### src/shared/emb_params.svh
// Constants for the external memory bus and breakpoint block.
// Assumes 32-bit classic Wishbone register access at byte addresses.
`ifndef EMB_PARAMS_SVH
`define EMB_PARAMS_SVH
// Register byte offsets
`define EMB_OFS_BRK_CONTROL 8'h00
`define EMB_OFS_BRK_MATCH_ADDR 8'h04
`define EMB_OFS_IRQ_STATUS 8'h08
`define EMB_OFS_IRQ_CLEAR 8'h0C
`define EMB_OFS_IRQ_ENABLE 8'h10
// Field positions of brk_control
`define EMB_BIT_BRK_STATUS 0
`define EMB_BIT_BRK_ENABLE 1
`define EMB_BIT_BRK_PULSE_MODE 2
// Field positions of the interrupt registers
`define EMB_BIT_IRQ_BRK 0
`define EMB_BIT_IRQ_EXT 1
// Reset values
`define EMB_RST_MATCH_ADDR 16'h0000
`define EMB_RST_IRQ_ENABLE 2'h0
// Lowest code address that is fetched outside when on-chip code is selected
`define EMB_EXT_CODE_BASE 16'h4000
// Breakpoint pulse length in core clocks
`define EMB_BRK_PULSE_CLKS 4'h8
`endif

### src/shared/emb_pkg.sv
// Types for the external memory bus and breakpoint block.
// Assumes nothing beyond a SystemVerilog compiler.
package emb_pkg;
	// Kind of cycle the external bus carries
	typedef enum logic [1:0] {EMB_IDLE, EMB_READ, EMB_WRITE, EMB_FETCH} emb_cyc_t;
endpackage : emb_pkg

### src/verilog/emb_ext_bus.sv
// External code/data memory bus of the core, with the address breakpoint unit.
// Assumes core strobes synchronous to clk_i and a classic Wishbone master.
//
// Local design decisions: the address map and the Wishbone slave port.
`timescale 1ns/1ps
`include "emb_params.svh"
module emb_ext_bus
	import emb_pkg::*;
(
	input wire logic clk_i,
	input wire logic rst_i,
	input wire logic [15:0] core_addr_i,
	input wire logic [7:0] core_wdata_i,
	input wire logic core_rd_i,
	input wire logic core_wr_i,
	input wire logic core_fetch_i,
	input wire logic core_onchip_i,
	input wire logic suspend_i,
	input wire logic external_code_select_i,
	output logic [7:0] core_rdata_o,
	output logic [15:0] ext_addr_o,
	input wire logic [7:0] ext_data_i,
	output logic [7:0] ext_data_o,
	output logic ext_data_oe_o,
	output logic code_fetch_n_o,
	output logic brk_out_o,
	output logic irq_o,
	input wire logic [7:0] wb_adr_i,
	input wire logic [31:0] wb_dat_i,
	input wire logic wb_we_i,
	input wire logic [3:0] wb_sel_i,
	input wire logic wb_cyc_i,
	input wire logic wb_stb_i,
	output logic [31:0] wb_dat_o,
	output logic wb_ack_o
);

	// True when a fetch at this address goes to external program memory
	// Below the base, code comes from on-chip RAM unless the select input is high
	function automatic logic is_ext_code(input logic [15:0] addr, input logic sel);
		is_ext_code = sel || (addr >= `EMB_EXT_CODE_BASE);
	endfunction : is_ext_code

	// External bus state
	emb_cyc_t cyc_kind; // Cycle presented on the pins
	emb_cyc_t next_cyc_kind;
	logic [15:0] next_ext_addr;
	logic [7:0] next_ext_data;
	logic next_ext_data_oe;
	logic next_code_fetch_n;
	logic [7:0] next_core_rdata;

	// Breakpoint and register state
	logic brk_status; // Sticky breakpoint hit
	logic brk_enable; // Breakpoints armed
	logic brk_pulse_mode; // 1: fixed pulse, 0: latch
	logic [15:0] brk_match_addr; // Address to compare
	logic [3:0] pulse_cnt; // Clocks of pulse left
	logic match_q; // Match seen last cycle
	logic [1:0] irq_status; // Sticky events
	logic [1:0] irq_enable; // Event mask
	logic next_brk_status, next_brk_enable, next_brk_pulse_mode, next_match_q;
	logic [15:0] next_brk_match_addr;
	logic [3:0] next_pulse_cnt;
	logic [1:0] next_irq_status, next_irq_enable;
	logic next_brk_out, next_irq;
	logic [31:0] next_wb_dat;
	logic next_wb_ack;

	// Decoded helpers
	logic access; // Core drives a valid address
	logic match; // Enabled address match
	logic match_rise; // First cycle of a match
	logic wr_en; // Register write at ack edge
	logic [31:0] rd_word; // Register read mux

	// External bus next-state logic
	always_comb begin
		next_cyc_kind = EMB_IDLE;
		if (core_fetch_i && is_ext_code(core_addr_i, external_code_select_i)) begin
			next_cyc_kind = EMB_FETCH;
		end else if (core_rd_i && !core_onchip_i) begin
			next_cyc_kind = EMB_READ;
		end else if (core_wr_i && !core_onchip_i) begin
			next_cyc_kind = EMB_WRITE;
		end
		next_ext_addr = core_addr_i;
		next_code_fetch_n = !(next_cyc_kind == EMB_FETCH) || suspend_i;
		if (suspend_i) begin
			// Lines driven low so nothing floats while asleep
			next_ext_data = 8'h00;
			next_ext_data_oe = 1'b1;
		end else if (next_cyc_kind == EMB_WRITE) begin
			next_ext_data = core_wdata_i;
			next_ext_data_oe = 1'b1;
		end else begin
			// Reads and idle leave the bus to the memory
			next_ext_data = 8'h00;
			next_ext_data_oe = 1'b0;
		end
		// Read data is sampled while the read stands on the pins
		if (cyc_kind == EMB_READ || cyc_kind == EMB_FETCH) begin
			next_core_rdata = ext_data_i;
		end else begin
			next_core_rdata = core_rdata_o;
		end
	end

	// External bus registers
	always_ff @(posedge clk_i) begin
		if (rst_i) begin
			cyc_kind <= EMB_IDLE;
			ext_addr_o <= 16'h0000;
			ext_data_o <= 8'h00;
			ext_data_oe_o <= 1'b0;
			code_fetch_n_o <= 1'b1;
			core_rdata_o <= 8'h00;
		end else begin
			cyc_kind <= next_cyc_kind;
			ext_addr_o <= next_ext_addr;
			ext_data_o <= next_ext_data;
			ext_data_oe_o <= next_ext_data_oe;
			code_fetch_n_o <= next_code_fetch_n;
			core_rdata_o <= next_core_rdata;
		end
	end

	// Register decode helpers
	assign access = core_fetch_i || core_rd_i || core_wr_i;
	// Only cycles that really address memory can hit, so an address bus
	// parked on the match value does not keep raising the pin
	assign match = brk_enable && access && (core_addr_i == brk_match_addr);
	assign match_rise = match && !match_q;
	// Writes land at the edge where ack is already high, so a request that
	// the master holds until then is applied exactly once
	assign wr_en = wb_cyc_i && wb_stb_i && wb_we_i && wb_ack_o && wb_sel_i[0];

	// Read mux; unmapped offsets read zero
	always_comb begin
		rd_word = 32'h0000_0000;
		case (wb_adr_i)
			`EMB_OFS_BRK_CONTROL: begin
				rd_word[`EMB_BIT_BRK_STATUS] = brk_status;
				rd_word[`EMB_BIT_BRK_ENABLE] = brk_enable;
				rd_word[`EMB_BIT_BRK_PULSE_MODE] = brk_pulse_mode;
			end
			`EMB_OFS_BRK_MATCH_ADDR: rd_word[15:0] = brk_match_addr;
			`EMB_OFS_IRQ_STATUS: rd_word[1:0] = irq_status;
			`EMB_OFS_IRQ_ENABLE: rd_word[1:0] = irq_enable;
			default: rd_word = 32'h0000_0000;
		endcase
	end

	// Breakpoint, register and bus-slave next-state logic
	always_comb begin
		next_match_q = match;
		next_brk_enable = brk_enable;
		next_brk_pulse_mode = brk_pulse_mode;
		next_brk_match_addr = brk_match_addr;
		next_irq_enable = irq_enable;
		next_brk_status = brk_status;
		next_irq_status = irq_status;
		if (wr_en) begin
			case (wb_adr_i)
				`EMB_OFS_BRK_CONTROL: begin
					next_brk_enable = wb_dat_i[`EMB_BIT_BRK_ENABLE];
					next_brk_pulse_mode = wb_dat_i[`EMB_BIT_BRK_PULSE_MODE];
					// Writing one clears the hit flag
					if (wb_dat_i[`EMB_BIT_BRK_STATUS]) begin
						next_brk_status = 1'b0;
					end
				end
				`EMB_OFS_BRK_MATCH_ADDR: begin
					next_brk_match_addr[7:0] = wb_dat_i[7:0];
					if (wb_sel_i[1]) begin
						next_brk_match_addr[15:8] = wb_dat_i[15:8];
					end
				end
				`EMB_OFS_IRQ_CLEAR: next_irq_status = irq_status & ~wb_dat_i[1:0];
				`EMB_OFS_IRQ_ENABLE: next_irq_enable = wb_dat_i[1:0];
				default: next_irq_enable = irq_enable;
			endcase
		end
		// A new hit beats a clear in the same cycle
		if (match) begin
			next_brk_status = 1'b1;
		end
		if (match_rise) begin
			next_irq_status[`EMB_BIT_IRQ_BRK] = 1'b1;
		end
		if (next_cyc_kind != EMB_IDLE && cyc_kind == EMB_IDLE) begin
			next_irq_status[`EMB_BIT_IRQ_EXT] = 1'b1;
		end
		// Pulse counter restarts on every new match
		if (match_rise) begin
			next_pulse_cnt = `EMB_BRK_PULSE_CLKS;
		end else if (pulse_cnt != 4'h0) begin
			next_pulse_cnt = pulse_cnt - 4'h1;
		end else begin
			next_pulse_cnt = 4'h0;
		end
		if (next_brk_pulse_mode) begin
			next_brk_out = (next_pulse_cnt != 4'h0);
		end else begin
			next_brk_out = next_brk_status;
		end
		next_irq = |(next_irq_status & next_irq_enable);
		// Ack is a one-cycle pulse; it drops even while the master keeps stb high
		next_wb_ack = wb_cyc_i && wb_stb_i && !wb_ack_o;
		next_wb_dat = next_wb_ack ? rd_word : 32'h0000_0000;
	end

	// Breakpoint, register and bus-slave registers
	always_ff @(posedge clk_i) begin
		if (rst_i) begin
			brk_status <= 1'b0;
			brk_enable <= 1'b0;
			brk_pulse_mode <= 1'b0;
			brk_match_addr <= `EMB_RST_MATCH_ADDR;
			pulse_cnt <= 4'h0;
			match_q <= 1'b0;
			irq_status <= 2'h0;
			irq_enable <= `EMB_RST_IRQ_ENABLE;
			brk_out_o <= 1'b0;
			irq_o <= 1'b0;
			wb_dat_o <= 32'h0000_0000;
			wb_ack_o <= 1'b0;
		end else begin
			brk_status <= next_brk_status;
			brk_enable <= next_brk_enable;
			brk_pulse_mode <= next_brk_pulse_mode;
			brk_match_addr <= next_brk_match_addr;
			pulse_cnt <= next_pulse_cnt;
			match_q <= next_match_q;
			irq_status <= next_irq_status;
			irq_enable <= next_irq_enable;
			brk_out_o <= next_brk_out;
			irq_o <= next_irq;
			wb_dat_o <= next_wb_dat;
			wb_ack_o <= next_wb_ack;
		end
	end
endmodule : emb_ext_bus
### config.mk
export PLATFORM = sky130hd
export DESIGN_NAME = emb_ext_bus
export DESIGN_NICKNAME = d
export VERILOG_FILES = /design/src/shared/emb_pkg.sv /design/src/verilog/emb_ext_bus.sv
export VERILOG_INCLUDE_DIRS = /design/src /design/src/shared
export SDC_FILE = /design/constraint.sdc
export NUM_CORES = 1
export LEC_CHECK = 0
export BUFFER_PORTS_ARGS = -buffer_cell sky130_fd_sc_hd__buf_4
export CORE_ASPECT_RATIO = 2
export CORE_MARGIN = 8
export CORE_UTILIZATION = 34
export CTS_BUF_LIST = sky130_fd_sc_hd__clkbuf_4 sky130_fd_sc_hd__clkbuf_8
export DETAILED_ROUTE_END_ITERATION = 8
export PLACE_DENSITY = 0.63
export SLEW_MARGIN = 30
export SYNTH_ARGS = -nofsm -noshare
export SYNTH_HDL_FRONTEND = slang
export SYNTH_SLANG_ARGS = --single-unit
### constraint.sdc
create_clock -name clk_i -period 3.16 [get_ports clk_i]
set_input_delay 0.158 -clock clk_i [delete_from_list [all_inputs] [get_ports clk_i]]
set_output_delay 0.158 -clock clk_i [all_outputs]
set_load 0.005 [all_outputs]
==> results.yml <==
outcome:
  outcome: "completed"
global_routing:
  grt_pass1_wl_mm: 13.76
  overflow: 0
  grt_max_degree: 60
  grt_use_total_pct: 13.50
  grt_pass1_vias: 2794
  antenna_found_initial: 0
cts:
  clockBufferDepth: 2
  cts-htree-levels: 3
  cts.clk_slew.worst_paths_ps: 80
  cts_sinks: 83
  clock_latency_ps: 350
  clockRootBuffer: "clkbuf_8"
  cts_made_buffers: 9
  cts_tree: "yes"
  cts_setup_buffers: 0
worst_setup_path:
  path_max_fanout: 4
  crit_end: "brk_out_o$_SDFF_PP0_"
  path_class: "reg2reg"
  start_kind: "flip-flop"
  worstSetupEndpointType: "flip-flop"
  r2r_start: "brk_match_addr[12]$_SDFFE_PP0P_"
  r2r_slack_ps: 1080
  ff2ff_path_depth: 6
  r2r_end: "brk_out_o$_SDFF_PP0_"
  cp_data_arrival_time_ps: 2340
  crit_required_ps: 3420
  startpoint: "brk_match_addr[12]$_SDFFE_PP0P_"
synthesis:
  ys_seq_elements: 83
  synthDistinctLibCells: 42
  avgSynthCellArea_um2: 9.954
  syn_area_um2: 3146
  seq_area_frac_synth_pct: 52.82
  synth_flop_cell: "dfxtp_1"
  synth_edf_count: 0
  synthCells: 316
  synthArstFlopShare_pct: 0
  ys_warn_count: 0
routing:
  via_per_inst: 4.725
  vias: 2613
  postRouteAntennaNets: 0
  wl_mm: 8.684
  wl_per_cell_um: 15.70
  drt_iter0_markers: 100
  drc_errors: 0
  dr.pass1.iters: 4
finish:
  final_area_um2: 4420
  syn_to_final_growth_pct: 40.53
  antenna_cells: 0
  nNetsFinal: 534
  drive_gt1_share_pct: 32.82
  instances_no_fill: 553
  final_util_pct: 49.05
  layout.cells.most_common: "buf_4"
  mostFrequentLayoutCells: "buf_4 (124), dfxtp_1 (83), nor2_1 (33), mux2i_1 (22), nor2b_1 (20)"
power_and_ir_drop:
  p_leak_nw: 2.120
  ir_worst_vdd_v: 0.0002557
  p_total_mw: 2.334
  power.density_nw_per_um2: 528.0
timing:
  fin_crit_sh_pct: 65.86
  grt_setup_unrepaired: "no"
  setup_ws_ps: 1079
  hold_violations: 0
  period_needed_ps: 2081
  setup_violations: 0
  drv_slew: 0
  hold_ws_ps: 24.56
  tns_ps: 0
  fin_worst_skew_ps: 13.83
  relSlewSlack_pct: 54.33
  worst_slew_pin_slew_ps: 679.8
  fmax_ghz: 0.4805
floorplan:
  initial_utilization_pct: 34.90
  core_um2: 9012
  num_io_pins: 156
  rows: 49
  die_h_um: 152.0
  die_area_um2: 12770
  die_x_um: 84.01
placement:
  hpwlAfterDp_mm: 6.741
  placed_cell_area_um2: 4085
  gp_congestion: 0.8006
  port_buffers: 121
  dp_cells: 528
  dp_worst_setup_slack_ps: 989.2
worst_hold_path:
  hold_class: "in2reg"
  worstHoldStart: "core_addr_i[12]"
run:
  max-cap-violations: 0
layout make-up:
cell class	count	area, um2
clock buffer	12	146.4
timing repair buffer	133	1021
fill	866	4592
sequential	83	1662
multi-input combinational	215	1350
clock inverter	4	98.84
inverter	4	15.01
tap	102	127.6
cell usage after synthesis, drive strengths merged, types with 2 or more instances:
| cell type | instances | area (um2) |
|---|---|---|
| nand2 | 17 | 63.81 |
| a211oi | 2 | 15.01 |
| nor3 | 8 | 56.31 |
| buf | 19 | 137.6 |
| xor2 | 16 | 140.1 |
| inv | 4 | 15.01 |
| mux2 | 2 | 26.27 |
| dfxtp | 83 | 1662 |
| and2 | 9 | 56.30 |
| a21oi | 13 | 65.06 |
| mux2i | 22 | 220.2 |
| o21ai | 4 | 20.02 |
| and4 | 2 | 17.52 |
| or3 | 3 | 18.77 |
| nor4 | 4 | 25.02 |
| clkbuf | 10 | 37.54 |
| o31ai | 2 | 15.01 |
| nor2 | 34 | 130.1 |
| a22oi | 3 | 22.52 |
| and3 | 15 | 93.84 |
| nand3 | 11 | 72.57 |
| nor2b | 20 | 125.1 |
metal layers:
metal,share of wire (%),vias up,global-route usage [%]
met4,2.7,0,6.794
met5,0,-,0
met2,57,90,26.25
met1,34,1218,11.41
met3,5.9,16,4.604
li1,-,1289,-
sequential cells by signal (all words and copies together), names as in the netlist:
name	cells
brk_enable	1
brk_match_addr	16
brk_out_o	1
brk_pulse_mode	1
brk_status	1
code_fetch_n_o	1
core_rdata_o	8
cyc_kind	2
ext_addr_o	16
ext_data_o	8
ext_data_oe_o	1
irq_enable	2
irq_o	1
irq_status	2
match_q	1
pulse_cnt	4
wb_ack_o	1
wb_dat_o	16
report_power, final:
part	leakage [nW]	switching (mW)	total, mW	internal (mW)
logic	1.32	0.136	0.296	0.160
registers	0.676	0.0284	1.12	1.09
clock network	0.125	0.369	0.923	0.554
critical path, cell delays in order, from the launching register on:
cell,delay (ps)
dfxtp_1,340
xor2_1,180
nor4_1,380
nand4_1,230
nor3_1,480
a211oi_1,140
a311oi_2,250
cell families (layout without fill, tap and decap cells):
| family | after synthesis | in the layout | share of synthesized area [%] |
|---|---|---|---|
| buf+inv | 33 | 153 | 6.046 |
| fa+ha+maj | 1 | 1 | 0.3977 |
| mux | 24 | 24 | 7.836 |
| xor+xnor | 16 | 16 | 4.455 |
| other cells | 1 | 16 | 0.1192 |
| simple gates | 130 | 130 | 22.71 |
| compound gates | 28 | 28 | 5.608 |
| flops | 83 | 83 | 52.82 |
worst min-delay path by stage:
stage                                     end  slack, ps  cells past startpoint
global placement     ext_data_o[2]$_SDFF_PP0_        360                      2
finish              ext_addr_o[12]$_SDFF_PP0_         20                      2
detailed placement   ext_data_o[5]$_SDFF_PP0_        360                      2
floorplan           code_fetch_n_o$_SDFF_PP1_        260                      1
CTS                 ext_addr_o[12]$_SDFF_PP0_         10                      2
global route        ext_addr_o[10]$_SDFF_PP0_         30                      2
timing repair:
action                    in CTS  in global routing
hold endpoints to repair       9                  0
resized for setup              0                  0
hold buffers                   9                  0
Note: power is estimated with default switching activity, not from simulation.
